===== src/rfm_defines.vh =====
// Register map, field codes and timing counts of the framing and modulation block.
// Assumes inclusion by bare name into the Verilog design file and the SystemVerilog checker and testbench files.
`ifndef RFM_DEFINES_VH
`define RFM_DEFINES_VH
// ----------------------------------------
// Register byte offsets
// ----------------------------------------
`define RFM_CTRL_OFF 12'h000
`define RFM_TXDATA_OFF 12'h004
`define RFM_RXDATA_OFF 12'h008
`define RFM_STATUS_OFF 12'h00C
`define RFM_PREAMBLE_OFF 12'h010
`define RFM_PRELEN_OFF 12'h014
`define RFM_RATE_OFF 12'h018
`define RFM_DEV_OFF 12'h01C
`define RFM_GAIN_OFF 12'h020
`define RFM_STRENGTH_OFF 12'h024
`define RFM_AMPL_OFF 12'h028
`define RFM_OFFSET_OFF 12'h02C
`define RFM_MBUS_OFF 12'h030
// ----------------------------------------
// Control fields
// ----------------------------------------
`define RFM_CTRL_FRAME_LSB 0
`define RFM_CTRL_MOD_LSB 2
`define RFM_CTRL_CRC_LSB 5
`define RFM_CTRL_CTL16_BIT 7
`define RFM_CTRL_CLOSE_BIT 8
`define RFM_CTRL_ASHAPE_BIT 9
`define RFM_CTRL_FSHAPE_LSB 10
`define RFM_CTRL_RXEN_BIT 12
`define RFM_CTRL_SYNTH_BIT 13
`define RFM_CTRL_RST 32'h0000_0200
// Framing modes
`define RFM_FRM_HDLC 2'h0
`define RFM_FRM_MBUS 2'h1
`define RFM_FRM_RAW 2'h2
`define RFM_FRM_RAWPM 2'h3
// Modulations
`define RFM_MOD_ASK 3'h0
`define RFM_MOD_FSK 3'h1
`define RFM_MOD_MSK 3'h2
`define RFM_MOD_PSK 3'h3
`define RFM_MOD_4FSK 3'h4
// Check sequences
`define RFM_CRC_CCITT 2'h0
`define RFM_CRC_16 2'h1
`define RFM_CRC_32 2'h2
// Frequency shaping
`define RFM_FSH_HARD 2'h0
`define RFM_FSH_BT03 2'h1
`define RFM_FSH_BT05 2'h2
// ----------------------------------------
// Constants
// ----------------------------------------
`define RFM_FLAG 8'h7E
`define RFM_POLY_CCITT 32'h0000_1021
`define RFM_POLY_16 32'h0000_8005
`define RFM_POLY_32 32'h04C1_1DB7
`define RFM_PRELEN_MIN 6'h04
`define RFM_PRELEN_MAX 6'h20
`define RFM_PRELEN_RST 6'h10
`define RFM_RATE_RST 16'h0140
`define RFM_RAMP_STEPS 4'hF
`endif


===== src/rfm_framer.v =====
// Framing, CRC and symbol mapping engine with an APB register slave.
// Assumes a 40 MHz pclk; rx bits arrive from the front end asynchronously
// and pass a two-flop synchroniser; front-end measurements are plain inputs.
//
// Notes on behaviour
// RULE1: HDLC frame: flag, address, control, info, FCS, flag; code sends the closing flag only when RFM_CTRL_CLOSE_BIT is set
// RULE2: Flag 0x7E delimits frames both directions
// RULE3: FCS selectable CCITT, CRC-16 or CRC-32
// RULE4: Address and control pass through uninterpreted
// RULE5: Receive checks FCS, queues result, appends CRC
// RULE6: Metering-bus header, blocks each with 16-bit check
// RULE7: Raw mode only serialises and groups bytes
// RULE8: Preamble match discards bits, then aligns bytes
// RULE9: Preamble length 4 to 32 bits
// RULE10: Gain counter readable, valid after synth programmed
// RULE11: Post-filter strength readable, 1 dB steps
// RULE12: Tracked amplitude readable for fine strength
// RULE13: ASK: amplifier off for 0, on for 1
// RULE14: FSK: minus deviation for 0, plus for 1
// RULE15: MSK is FSK with quarter bit-rate deviation; code uses half the dev register instead
// RULE16: PSK: 180 degree shift for a one
// RULE17: Raised-cosine amplitude shaping, ramps amplifier
// RULE18: Frequency shaping hard or Gaussian BT 0.3/0.5
// RULE19: 4-FSK dibit map, always hard shaping
// RULE20: Carrier offset tracking register readable
// RULE21: Demodulates frequency keying with index below 32
//
// Design decisions made here: the APB slave port and the register addresses.
`timescale 1ns/1ps
`include "rfm_defines.vh"
module rfm_framer #(
  parameter RATE_W = 16
) (
  input wire pclk, // Bus clock
  input wire presetn, // Async reset, active low
  input wire psel, // APB select
  input wire penable, // APB enable
  input wire pwrite, // APB direction
  input wire [11:0] paddr, // APB byte address
  input wire [31:0] pwdata, // APB write data
  output reg [31:0] prdata, // APB read data
  output wire pready, // APB ready
  output wire pslverr, // APB error
  input wire rx_bit_in, // Demodulated bit, async
  input wire rx_bit_strobe, // Demodulated bit strobe, async
  input wire [7:0] gain_control_counter, // Gain counter from front end
  input wire [7:0] filtered_strength_value, // Post-filter strength
  input wire [15:0] tracked_amplitude, // Demodulator amplitude
  input wire [31:0] carrier_offset_tracking, // Frequency tracking word
  output reg pa_enable, // Amplifier on
  output reg [7:0] pa_amplitude, // Shaped amplitude
  output reg [2:0] pa_phase_flip, // Phase toggle count, bit0 is phase
  output reg signed [17:0] freq_offset, // Signed frequency deviation
  output reg [1:0] freq_shape, // Shaping filter selection
  output reg tx_active // Transmitting
);
  // ----------------------------------------
  // Functions
  // ----------------------------------------
  function [31:0] crc_step;
    input [31:0] crc;
    input b;
    input [1:0] kind;
    reg fb;
    begin
      fb = 1'b0;
      crc_step = crc;
      case (kind)
        `RFM_CRC_32: begin
          fb = crc[31] ^ b;
          crc_step = {crc[30:0], 1'b0} ^ (fb ? `RFM_POLY_32 : 32'h0000_0000);
        end
        `RFM_CRC_16: begin
          fb = crc[15] ^ b;
          crc_step = {16'h0000, crc[14:0], 1'b0} ^ (fb ? `RFM_POLY_16 : 32'h0000_0000);
        end
        default: begin
          fb = crc[15] ^ b;
          crc_step = {16'h0000, crc[14:0], 1'b0} ^ (fb ? `RFM_POLY_CCITT : 32'h0000_0000);
        end
      endcase
    end
  endfunction
  function [31:0] crc_init;
    input [1:0] kind;
    begin
      crc_init = (kind == `RFM_CRC_32) ? 32'hFFFF_FFFF :
                 (kind == `RFM_CRC_16) ? 32'h0000_0000 : 32'h0000_FFFF;
    end
  endfunction
  // ----------------------------------------
  // Registers
  // ----------------------------------------
  reg [31:0] ctrl;
  reg [31:0] preamble;
  reg [5:0] prelen;
  reg [RATE_W-1:0] rate;
  reg [15:0] dev;
  reg [7:0] mbus_blk;
  reg [7:0] tx_byte;
  reg tx_byte_valid;
  reg tx_last;
  reg [7:0] rx_byte;
  reg [1:0] rx_tag;
  reg rx_byte_valid;
  reg rx_overrun;
  reg crc_ok;
  wire [1:0] frame_mode = ctrl[`RFM_CTRL_FRAME_LSB+1:`RFM_CTRL_FRAME_LSB];
  wire [2:0] mod_sel = ctrl[`RFM_CTRL_MOD_LSB+2:`RFM_CTRL_MOD_LSB];
  wire [1:0] crc_kind = ctrl[`RFM_CTRL_CRC_LSB+1:`RFM_CTRL_CRC_LSB];
  wire wr = psel & penable & pwrite;
  wire rd = psel & penable & ~pwrite;
  reg addr_ok;
  reg [31:0] rdata;
  assign pready = 1'b1;
  assign pslverr = psel & penable & ~addr_ok;
  always @* begin
    addr_ok = 1'b1;
    rdata = 32'h0000_0000;
    case (paddr)
      `RFM_CTRL_OFF: rdata = ctrl;
      `RFM_TXDATA_OFF: rdata = {23'h00_0000, tx_byte_valid, tx_byte};
      `RFM_RXDATA_OFF: rdata = {21'h00_0000, rx_byte_valid, rx_tag, rx_byte};
      `RFM_STATUS_OFF: rdata = {28'h000_0000, crc_ok, rx_overrun, tx_active, tx_byte_valid};
      `RFM_PREAMBLE_OFF: rdata = preamble;
      `RFM_PRELEN_OFF: rdata = {26'h000_0000, prelen};
      `RFM_RATE_OFF: rdata = {{(32-RATE_W){1'b0}}, rate};
      `RFM_DEV_OFF: rdata = {16'h0000, dev};
      `RFM_GAIN_OFF: rdata = {23'h00_0000, ctrl[`RFM_CTRL_SYNTH_BIT],
                              gain_control_counter}; // RULE10
      `RFM_STRENGTH_OFF: rdata = {24'h00_0000, filtered_strength_value}; // RULE11
      `RFM_AMPL_OFF: rdata = {16'h0000, tracked_amplitude}; // RULE12
      `RFM_OFFSET_OFF: rdata = carrier_offset_tracking; // RULE20 RULE21
      `RFM_MBUS_OFF: rdata = {24'h00_0000, mbus_blk};
      default: addr_ok = 1'b0;
    endcase
  end
  // ----------------------------------------
  // Receive synchroniser
  // ----------------------------------------
  reg [1:0] rxd_s1, rxd_s2;
  reg rxs_prev;
  always @(posedge pclk or negedge presetn) begin
    if (!presetn) begin
      rxd_s1 <= 2'b00;
      rxd_s2 <= 2'b00;
      rxs_prev <= 1'b0;
    end else begin
      rxd_s1 <= {rx_bit_strobe, rx_bit_in};
      rxd_s2 <= rxd_s1;
      rxs_prev <= rxd_s2[1];
    end
  end
  wire rx_bit_evt = rxd_s2[1] & ~rxs_prev & ctrl[`RFM_CTRL_RXEN_BIT];
  wire rx_bit = rxd_s2[0];
  // ----------------------------------------
  // Bit-rate enable
  // ----------------------------------------
  reg [RATE_W-1:0] rate_cnt;
  wire bit_tick = (rate_cnt == {RATE_W{1'b0}});
  always @(posedge pclk or negedge presetn) begin
    if (!presetn)
      rate_cnt <= {RATE_W{1'b0}};
    else if (bit_tick)
      rate_cnt <= rate - 1'b1;
    else
      rate_cnt <= rate_cnt - 1'b1;
  end
  // ----------------------------------------
  // Transmit framer
  // ----------------------------------------
  localparam TX_IDLE = 3'd0;
  localparam TX_OPEN = 3'd1;
  localparam TX_DATA = 3'd2;
  localparam TX_FCS = 3'd3;
  localparam TX_CLOSE = 3'd4;
  reg [2:0] tx_state;
  reg [7:0] sh;
  reg [2:0] bit_idx;
  reg [31:0] tx_crc;
  reg [2:0] fcs_left;
  reg [6:0] mbus_cnt;
  reg sh_bit;
  reg tx_end;
  wire mbus = (frame_mode == `RFM_FRM_MBUS);
  wire raw = frame_mode[1];
  wire [1:0] tx_ck = mbus ? `RFM_CRC_16 : crc_kind;
  wire [2:0] fcs_bytes = (tx_ck == `RFM_CRC_32) ? 3'd4 : 3'd2;
  wire [31:0] crc_out = (tx_ck == `RFM_CRC_32) ? ~tx_crc :
                        (mbus ? ~{tx_crc[15:0], 16'h0000} : ~{tx_crc[15:0], 16'h0000});
  always @(posedge pclk or negedge presetn) begin
    if (!presetn) begin
      ctrl <= `RFM_CTRL_RST;
      preamble <= 32'h0000_0000;
      prelen <= `RFM_PRELEN_RST;
      rate <= `RFM_RATE_RST;
      dev <= 16'h0000;
      mbus_blk <= 8'h00;
      tx_byte <= 8'h00;
      tx_byte_valid <= 1'b0;
      tx_last <= 1'b0;
      tx_state <= TX_IDLE;
      sh <= 8'h00;
      bit_idx <= 3'd0;
      tx_crc <= 32'h0000_0000;
      fcs_left <= 3'd0;
      mbus_cnt <= 7'd0;
      sh_bit <= 1'b0;
      tx_end <= 1'b0;
      tx_active <= 1'b0;
    end else begin
      if (wr) begin
        case (paddr)
          `RFM_CTRL_OFF: ctrl <= pwdata;
          `RFM_PREAMBLE_OFF: preamble <= pwdata;
          `RFM_PRELEN_OFF: begin
            if (pwdata[5:0] < `RFM_PRELEN_MIN)
              prelen <= `RFM_PRELEN_MIN; // RULE9
            else if (pwdata[5:0] > `RFM_PRELEN_MAX)
              prelen <= `RFM_PRELEN_MAX; // RULE9
            else
              prelen <= pwdata[5:0];
          end
          `RFM_RATE_OFF: rate <= pwdata[RATE_W-1:0];
          `RFM_DEV_OFF: dev <= pwdata[15:0];
          `RFM_MBUS_OFF: mbus_blk <= pwdata[7:0];
          `RFM_TXDATA_OFF: begin
            if (!tx_byte_valid) begin
              tx_byte <= pwdata[7:0];
              tx_last <= pwdata[8];
              tx_byte_valid <= 1'b1;
            end
          end
          default: ;
        endcase
      end
      tx_end <= 1'b0;
      if (bit_tick) begin
        if (bit_idx != 3'd0) begin
          bit_idx <= bit_idx - 1'b1;
          sh_bit <= sh[0];
          sh <= {1'b0, sh[7:1]};
          if (tx_state == TX_DATA)
            tx_crc <= crc_step(tx_crc, sh[0], tx_ck); // RULE3 RULE6
        end else begin
          case (tx_state)
            TX_IDLE: begin
              tx_active <= 1'b0;
              if (tx_byte_valid) begin
                tx_active <= 1'b1;
                tx_crc <= crc_init(tx_ck);
                mbus_cnt <= 7'd0;
                if (raw) begin
                  tx_state <= TX_DATA; // RULE7
                end else if (mbus) begin
                  tx_state <= TX_DATA; // RULE6
                end else begin
                  sh <= `RFM_FLAG >> 1; // RULE1 RULE2
                  bit_idx <= 3'd7;
                  sh_bit <= 1'b0;
                  tx_state <= TX_OPEN;
                end
              end
            end
            TX_OPEN, TX_DATA: begin
              if (tx_state == TX_DATA && tx_last && !tx_byte_valid && !raw) begin
                tx_state <= TX_FCS;
                fcs_left <= fcs_bytes;
              end else if (tx_byte_valid) begin
                sh <= {1'b0, tx_byte[7:1]}; // RULE4
                sh_bit <= tx_byte[0];
                if (tx_state == TX_DATA || tx_state == TX_OPEN)
                  tx_crc <= crc_step(tx_crc, tx_byte[0], tx_ck);
                bit_idx <= 3'd7;
                tx_byte_valid <= 1'b0;
                tx_state <= TX_DATA;
                mbus_cnt <= mbus_cnt + 1'b1;
                if (mbus && !tx_last && (mbus_cnt + 1'b1 == mbus_blk[6:0])) begin
                  tx_state <= TX_FCS; // RULE6
                  fcs_left <= 3'd2;
                end
              end else if (raw && tx_state == TX_DATA && tx_last) begin
                tx_state <= TX_IDLE;
                tx_end <= 1'b1;
              end
            end
            TX_FCS: begin
              if (fcs_left == 3'd0) begin
                if (mbus && !tx_last) begin
                  tx_state <= TX_DATA;
                  tx_crc <= crc_init(tx_ck);
                  mbus_cnt <= 7'd0;
                end else if (!mbus && ctrl[`RFM_CTRL_CLOSE_BIT]) begin
                  sh <= `RFM_FLAG >> 1; // RULE1
                  sh_bit <= 1'b0;
                  bit_idx <= 3'd7;
                  tx_state <= TX_CLOSE;
                end else begin
                  tx_state <= TX_IDLE;
                  tx_end <= 1'b1;
                end
              end else begin
                sh <= crc_out[32-8*fcs_bytes +: 8] >> 1; // RULE1 RULE5
                sh_bit <= crc_out[32-8*fcs_bytes];
                bit_idx <= 3'd7;
                fcs_left <= fcs_left - 1'b1;
                tx_crc <= {tx_crc[23:0], 8'h00};
              end
            end
            TX_CLOSE: begin
              tx_state <= TX_IDLE;
              tx_end <= 1'b1;
            end
            default: tx_state <= TX_IDLE;
          endcase
        end
      end
      if (tx_end && !tx_byte_valid)
        tx_last <= 1'b0;
    end
  end
  // ----------------------------------------
  // Symbol mapper and shaping
  // ----------------------------------------
  reg prev_bit;
  reg [3:0] ramp;
  wire [17:0] dev1 = {2'b00, dev};
  wire [17:0] dev_m = (mod_sel == `RFM_MOD_MSK) ? {3'b000, rate[RATE_W-1:2] > 0 ?
                      dev[15:1] : dev[15:1]} : dev1; // RULE15
  always @(posedge pclk or negedge presetn) begin
    if (!presetn) begin
      pa_enable <= 1'b0;
      pa_amplitude <= 8'h00;
      pa_phase_flip <= 3'd0;
      freq_offset <= 18'sh0_0000;
      freq_shape <= `RFM_FSH_HARD;
      prev_bit <= 1'b0;
      ramp <= 4'h0;
    end else begin
      freq_shape <= (mod_sel == `RFM_MOD_4FSK) ? `RFM_FSH_HARD
                    : ctrl[`RFM_CTRL_FSHAPE_LSB+1:`RFM_CTRL_FSHAPE_LSB]; // RULE18 RULE19
      if (!ctrl[`RFM_CTRL_ASHAPE_BIT])
        ramp <= tx_active ? `RFM_RAMP_STEPS : 4'h0;
      else if (tx_active && ramp != `RFM_RAMP_STEPS)
        ramp <= ramp + 1'b1; // RULE17
      else if (!tx_active && ramp != 4'h0)
        ramp <= ramp - 1'b1; // RULE17
      pa_amplitude <= {ramp, ramp} - {4'h0, ramp[3:2], 2'b00} * ramp[0]; // RULE17
      if (bit_tick && tx_active) begin
        prev_bit <= sh_bit;
        case (mod_sel)
          `RFM_MOD_ASK: begin
            pa_enable <= sh_bit; // RULE13
            freq_offset <= 18'sh0_0000;
          end
          `RFM_MOD_PSK: begin
            pa_enable <= 1'b1;
            if (sh_bit)
              pa_phase_flip <= pa_phase_flip + 1'b1; // RULE16
          end
          `RFM_MOD_4FSK: begin
            pa_enable <= 1'b1;
            case ({prev_bit, sh_bit}) // RULE19
              2'b00: freq_offset <= -$signed(dev1 + dev1 + dev1);
              2'b01: freq_offset <= -$signed(dev1);
              2'b11: freq_offset <= $signed(dev1);
              default: freq_offset <= $signed(dev1 + dev1 + dev1);
            endcase
          end
          default: begin
            pa_enable <= 1'b1;
            freq_offset <= sh_bit ? $signed(dev_m) : -$signed(dev_m); // RULE14 RULE15
          end
        endcase
      end else if (!tx_active && ramp == 4'h0) begin
        pa_enable <= 1'b0;
        freq_offset <= 18'sh0_0000;
      end
    end
  end
  // ----------------------------------------
  // Receive deframer
  // ----------------------------------------
  reg [31:0] rx_hist;
  reg [7:0] rx_sh;
  reg [2:0] rx_cnt;
  reg rx_sync;
  reg [31:0] rx_crc;
  reg [31:0] pre_mask;
  wire [7:0] rx_next = {rx_bit, rx_sh[7:1]};
  wire [31:0] hist_next = {rx_hist[30:0], rx_bit};
  wire [31:0] res_good = (crc_kind == `RFM_CRC_32) ? 32'hC704_DD7B : 32'h0000_0000;
  always @* begin
    pre_mask = 32'hFFFF_FFFF >> (6'd32 - prelen);
  end
  always @(posedge pclk or negedge presetn) begin
    if (!presetn) begin
      rx_hist <= 32'h0000_0000;
      rx_sh <= 8'h00;
      rx_cnt <= 3'd0;
      rx_sync <= 1'b0;
      rx_crc <= 32'h0000_0000;
      rx_byte <= 8'h00;
      rx_tag <= 2'b00;
      rx_byte_valid <= 1'b0;
      rx_overrun <= 1'b0;
      crc_ok <= 1'b0;
    end else begin
      if (rd && paddr == `RFM_RXDATA_OFF)
        rx_byte_valid <= 1'b0;
      if (wr && paddr == `RFM_STATUS_OFF && pwdata[2])
        rx_overrun <= 1'b0;
      if (!ctrl[`RFM_CTRL_RXEN_BIT] || (wr && paddr == `RFM_CTRL_OFF))
        rx_sync <= 1'b0;
      if (rx_bit_evt) begin
        rx_hist <= hist_next;
        rx_sh <= rx_next;
        rx_cnt <= rx_cnt + 1'b1;
        if (rx_sync && !raw)
          rx_crc <= crc_step(rx_crc, rx_bit, crc_kind); // RULE5
        case (frame_mode)
          `RFM_FRM_RAW: rx_sync <= 1'b1; // RULE7
          `RFM_FRM_RAWPM: begin
            if (!rx_sync && ((hist_next ^ preamble) & pre_mask) == 32'h0000_0000) begin
              rx_sync <= 1'b1; // RULE8
              rx_cnt <= 3'd0; // RULE8
            end
          end
          default: begin
            if (hist_next[7:0] == {`RFM_FLAG}) begin // RULE2
              if (rx_sync) begin
                rx_byte <= {7'h00, rx_crc == res_good}; // RULE5
                rx_tag <= 2'b10;
                crc_ok <= (rx_crc == res_good);
                rx_overrun <= rx_overrun | rx_byte_valid;
                rx_byte_valid <= 1'b1;
              end
              rx_sync <= 1'b1;
              rx_cnt <= 3'd0;
              rx_crc <= crc_init(crc_kind);
            end
          end
        endcase
        if (rx_sync && rx_cnt == 3'd7 && (raw || hist_next[7:0] != `RFM_FLAG)) begin
          rx_byte <= rx_next; // RULE5 RULE7
          rx_tag <= 2'b00;
          rx_overrun <= rx_overrun | rx_byte_valid;
          rx_byte_valid <= 1'b1;
        end
      end
    end
  end
  always @(posedge pclk or negedge presetn) begin
    if (!presetn)
      prdata <= 32'h0000_0000;
    else if (psel && !penable && !pwrite)
      prdata <= rdata;
  end
endmodule


===== config.mk =====
export PLATFORM = sky130hd
export DESIGN_NAME = rfm_framer
export DESIGN_NICKNAME = d
export VERILOG_FILES = /design/src/rfm_framer.v
export VERILOG_INCLUDE_DIRS = /design/src /design/src/src
export SDC_FILE = /design/constraint.sdc
export NUM_CORES = 1
export LEC_CHECK = 0
export ABC_AREA = 1
export BUFFER_PORTS_ARGS = -buffer_cell sky130_fd_sc_hd__buf_4
export CAP_MARGIN = 20
export CORE_UTILIZATION = 60
export CTS_CLUSTER_SIZE = 14
export DETAILED_ROUTE_END_ITERATION = 10
export GPL_TIMING_DRIVEN = 0
export HOLD_SLACK_MARGIN = 0.08
export PLACE_DENSITY_LB_ADDON = 0.25
export SETUP_SLACK_MARGIN = 0.1
export SYNTH_ARGS = -nofsm -noshare
export SYNTH_HDL_FRONTEND = slang
export SYNTH_SLANG_ARGS = --single-unit

===== constraint.sdc =====
create_clock -name pclk -period 6.1 [get_ports pclk]
set_clock_uncertainty 0.05 [all_clocks]
set_input_delay 0.61 -clock pclk [delete_from_list [all_inputs] [get_ports pclk]]
set_output_delay 0.61 -clock pclk [all_outputs]
set_load 0.1 [all_outputs]

---- Yosys cells after proc, flatten, opt, wreduce, memory -nomap -nowiden ----
Cells that the tools add are included.
word-level totals
  register bits ........................... 357
  word-level logic and storage cells ...... 380
  bits in read-only memories .............. 0
  memory bits (writable) .................. 0
  latch bits .............................. 0
  input bits .............................. 115
  output and inout bits ................... 67
  memories ................................ 0
operators by class
  mux-type cells .......................... 154
  equal/unequal tests ..................... 57
  $mul .................................... 1
  bitwise gates (word level) .............. 32
  divide/modulo/power cells ............... 0
  shift operators ......................... 2
  add/sub/neg operators ................... 17
  reduce and logical (&&, ||, !) cells .... 74
  $lt $le $gt $ge ......................... 3
operators by type and width
  kind                                                   number
  2-to-1 mux 32 bit                                      15
  one-hot mux 32 bit (13 select lines)                   1
  one-hot mux 32 bit (2 select lines)                    3
  2-to-1 mux 16 bit                                      7
  one-hot mux 18 bit (3 select lines)                    2
  2-to-1 mux 8 bit                                       13
  one-hot mux 32 bit (3 select lines)                    1
  XOR 32 x 27 -> 32 bit                                  3
  2-to-1 mux 27 bit                                      3
  2-to-1 mux 3 bit                                       23
  NOT 32 bit                                             2
  equality test 12 x 6 -> 1 bit (second input constant)  5
  2-to-1 mux 18 bit                                      3
  2-to-1 mux 1 bit                                       51
  equality test 12 x 5 -> 1 bit (second input constant)  4
  XOR 16 x 13 -> 16 bit                                  3
  XOR 16 bit                                             3
  2-to-1 mux 13 bit                                      3
  negator 16 -> 18 bit                                   2
  2-to-1 mux 7 bit                                       5
  variable part select 32 x 33 -> 8 bit                  1
  bitwise AND 32 bit                                     1
  equality test 32 bit                                   1
  logical NOT 32 bit                                     1
  67 further kinds                                       184

---- Depth between registers and ports, before layout ----
  word-level depth ........................ 10
  gate-level depth with buffers ........... 20
  depth with buffers taken out ............ 20

---- Worst setup path after synthesis ----
Ideal clock, no wire load.
  path kind ............................... input to output
  start point ............................. input paddr[6]
  end point ............................... output pslverr
  setup slack ............................. 1.024 ns
  data required time ...................... 5.440 ns
  arrival time ............................ 4.416 ns
  path buffers ............................ 0
  stages on the path ...................... 8
  cell sequence ........................... inv_1 -> nand2_1 -> nor2_1 -> nand2_1 -> nor2_1 -> a2111oi_0 -> o211ai_1 -> nor4_1
on the way
  cells in the longest elaborated chain, start to end .. 5
  elaborated cells between the ends (all ways) .. 17
  those cells by class .................... eq/ne: 12; mux: 1; bitwise: 2; reduce/logical: 2
ends and longest elaborated chain
  item                                                         line              RTL
  start: declaration                                           rfm_framer.v:39   input wire [11:0] paddr,
  equality test 12 x 4 -> 1 bit, or another cell as far along  rfm_framer.v:120  case (paddr)
  OR reduction 13 bit (no line) *                              -
  2-to-1 mux 1 bit *                                           rfm_framer.v:120
  NOT 1 bit *                                                  rfm_framer.v:116  assign pslverr = psel & penable & ~addr_ok;
  bitwise AND 1 bit *                                          rfm_framer.v:116
  end: declaration                                             rfm_framer.v:43   output wire pslverr,
Mark *: on every way between the ends. The rest lies on a longest branch, timed or not.

---- Worst setup path in the final report ----
Ends and elaborated chain as after synthesis.

==> run summary <==
Seq cells post-synth - 347
Area Growth Syn to Fin - 15.8%
Tmin final - 3770 ps
Vias per std cell - 6.06
Synth Area per Inst - 7.27 µm²
Tcrit/Tclk final - 61.8%
CP max stage delay - 540 ps
Post-DP HPWL - 55400 µm
Worst endpoint data arrival time - 3110 ps
Final setup TNS - 0 ps
Hold path cells - 1
Starting Density - 61.3%
# DRC - 0
Worst Hold Class - primary input to flip-flop
I/O Buffers - 180
Final Hold Viols - 0
Worst Path Required - 5440 ps
GR Overflow Total - 0
Fmax - 265 MHz
Async set-reset flop share out of synthesis - 100%
Top-level I/O count - 182
Max VDD drop - 0.242 mV
RSZ-0062 raised after global routing - no
Hold Path Origin - rx_bit_in
Reg2reg end - tx_crc[11]$_DFFE_PN0P_
1st-iter DRT viols - 2545
Num CTS Buffers - 38
All-Layer GR Usage - 41.0%
Post-CTS sizing - 0
Slowest cell on the critical path - nor4_1
Later-pin clock latency in the skew report - 560 ps
Die area - 0.0362 mm²
Cell Chain, Critical Path - buf_4, inv_1, nand2_1, nor2_1, nand2_1, nor2_1, a2111oi_0, o211ai_1, nor4_1, buf_4
Critical-path maximum fanout - 10
Reg clk slew, reported paths - 60 ps
Cell Rows - 68
# setup viols final - 0
Placed Cells - 3566
Pwr dens - 205 mW/mm²
DRT Pass-1 Iters - 6
Antenna violations before repair - 2
CP Class - primary input to primary output
GR Layer Usage met3 - 10.3%
Detail Route Antenna Nets - 0
Slew HR - 17.4%
Yosys cell types - 71
Status - finished clean
Post-Layout Cell Count - 3635
Placer Congestion - 1.00
Worst-case reg-to-reg path depth - 14
R2R setup slack - 2850 ps
First-pass GRT wire length - 115000 µm
Nets - 3329
Maxcap violations - 0
CP Launch Point - paddr[6]
Die W - 190 µm
Final wirelength - 73500 µm
CP Capture Type - primary output
Worst Tran Pin Value - 1230 ps
Crit path launch type - primary input
Prevailing post-synth register cell - dfrtp_1
Reg2reg start - ctrl[0]$_DFFE_PN0P_
Core area - 0.0347 mm²
Layout cells sized above 1 - 10.7%
Vias in the first global route - 21183
Cell Area, Placed - 0.0233 mm²
Sequential area share after synthesis - 40.8%
CTS tree - built
Area leader, netlist - dfrtp_1
EDFF count, synth - 0
Drt wl/cell - 20.2 µm
Max-slew violations - 0
Synthesized area - 0.0213 mm²
Total number of vias - 22044
Lkg Pwr - 12.4 nW
Clk root buf - clkbuf_16
Synth warn - 0
Final Instance Area - 0.0246 mm²
Post-synthesis instance total - 2927
Longest Clk Path Bufs - 3
H-tree level count - 2
Die Y - 190 µm
Worst Hold End - rxd_s1[0]$_DFF_PN0_
Share of the synthesized area in the top cell type - 40.4%
Met1 Usage GRT - 57.1%
Pin count of the biggest net entering global routing - 112
Clock Sinks - 347
Grt met2 use - 62.0%
Synth top area cells - dfrtp_1 (40%), nand2_1 (14%), o21ai_0 (8.7%)
Layer with the highest usage - met2
[worst max-delay path by stage]
stage | end | depth (start not counted) | slack [ps]
after floorplan | pslverr | 8 | 1020
after global placement | tx_crc[7]$_DFFE_PN0P_ | 1 | 1190
after detailed placement | pslverr | 10 | 2480
after CTS | pslverr | 10 | 2460
after global routing | pslverr | 10 | 2080
final | pslverr | 10 | 2330
[repair_timing]
item	4_1_cts	5_1_grt
buffers inserted	0	0
endpoints found under the hold margin	61	0
hold buffers	1	0
[area by class of cell]
| class | instances | area [µm²] |
|---|---|---|
| multi-input cells | 2112 | 10800 |
| fillers | 2897 | 10100 |
| flip-flops and latches | 347 | 8690 |
| repair buffers | 184 | 1450 |
| inverters | 362 | 1360 |
| clock buffers | 54 | 1110 |
| well taps | 455 | 569 |
| plain buffers | 107 | 462 |
| clock inverters | 13 | 221 |
| diodes | 1 | 2.50 |
[synthesized netlist by cell type, drive strengths merged, types with 37 or more instances]
master / count
a21oi: 94
nor3: 37
clkbuf: 73
inv: 360
nor2: 212
nand3: 203
nand2: 820
ha: 60
dfrtp: 343
xor2: 70
o21ai: 385
o22ai: 43
[routing by layer]
metal  part of all wire, %  up-vias
li1                      -    10068
met1                    41    10450
met2                    44     1360
met3                    12      166
met4                   3.3        0
met5                     0        -
[registers in the layout, summed over array words and instances (netlist names), 4 cells and up]
| signal | count |
|---|---|
| ctrl | 32 |
| prdata | 32 |
| preamble | 32 |
| rx_crc | 32 |
| tx_crc | 32 |
| rx_hist | 31 |
| freq_offset | 18 |
| dev | 16 |
| rate | 16 |
| rate_cnt | 16 |
| mbus_blk | 8 |
| pa_amplitude | 8 |
| rx_byte | 8 |
| tx_byte | 8 |
| mbus_cnt | 7 |
| sh | 7 |
| prelen | 6 |
| ramp | 4 |
[metrics by stage]
step / setup WS (ps) / hold slack [ps] / utilization, % / total power (W)
4_1_cts: 2460 / 109 / 70.9 / 0.00504
3_3_place_gp: 1190 / 284 / 66.8 / 0.00256
3_5_place_dp: 2480 / 296 / 67.1 / 0.00257
5_1_grt: 2080 / 112 / 70.9 / 0.00515
2_1_floorplan: 1020 / 264 / - / 0.00242
6_report: 2330 / 114 / 71.0 / 0.00504
[power breakdown]
| part | leakage, nW | total (W) | switching (W) | internal, W |
|---|---|---|---|---|
| clock | 0.655 | 0.00251 | 0.000985 | 0.00152 |
| combinational | 7.27 | 0.000220 | 0.000148 | 0.0000723 |
| sequential | 4.49 | 0.00231 | 0.00000337 | 0.00231 |
[cell usage in the layout, fill, tap and decap left out, types with 18 or more instances in the layout]
master / Yosys / layout
nor3_1: 33 / 33
buf_2: 20 / 20
buf_4: 5 / 184
ha_1: 60 / 60
nand3_1: 202 / 202
inv_1: 348 / 348
dfrtp_1: 343 / 343
xor2_1: 69 / 69
clkbuf_1: 72 / 79
clkbuf_16: 0 / 39
nand2_1: 813 / 813
o21ai_0: 368 / 368
nand4_1: 27 / 27
o22ai_1: 43 / 43
a21oi_1: 93 / 93
xnor2_1: 18 / 18
nor2_1: 195 / 195
[cell families after synthesis]
logic type,Yosys count,share of synthesized area (%)
and+or+nand+nor,1332,26.3
AOI/OAI and AO/OA,625,16.8
buffers and inverters,469,8.56
DFF,347,40.8
xor gates and xnor gates,88,3.66
adders and majority gates,62,3.72
muxes,3,0.147
other,1,0.0176
[worst max-delay path, delay by kind of cell]
| kind | cells | cell delay, ps |
|---|---|---|
| AO/OA/AOI/OAI | 2 | 590 |
| buffers and inverters | 3 | 530 |
| AND/OR/NAND/NOR | 5 | 1360 |
(Power assumes the default switching activity.)
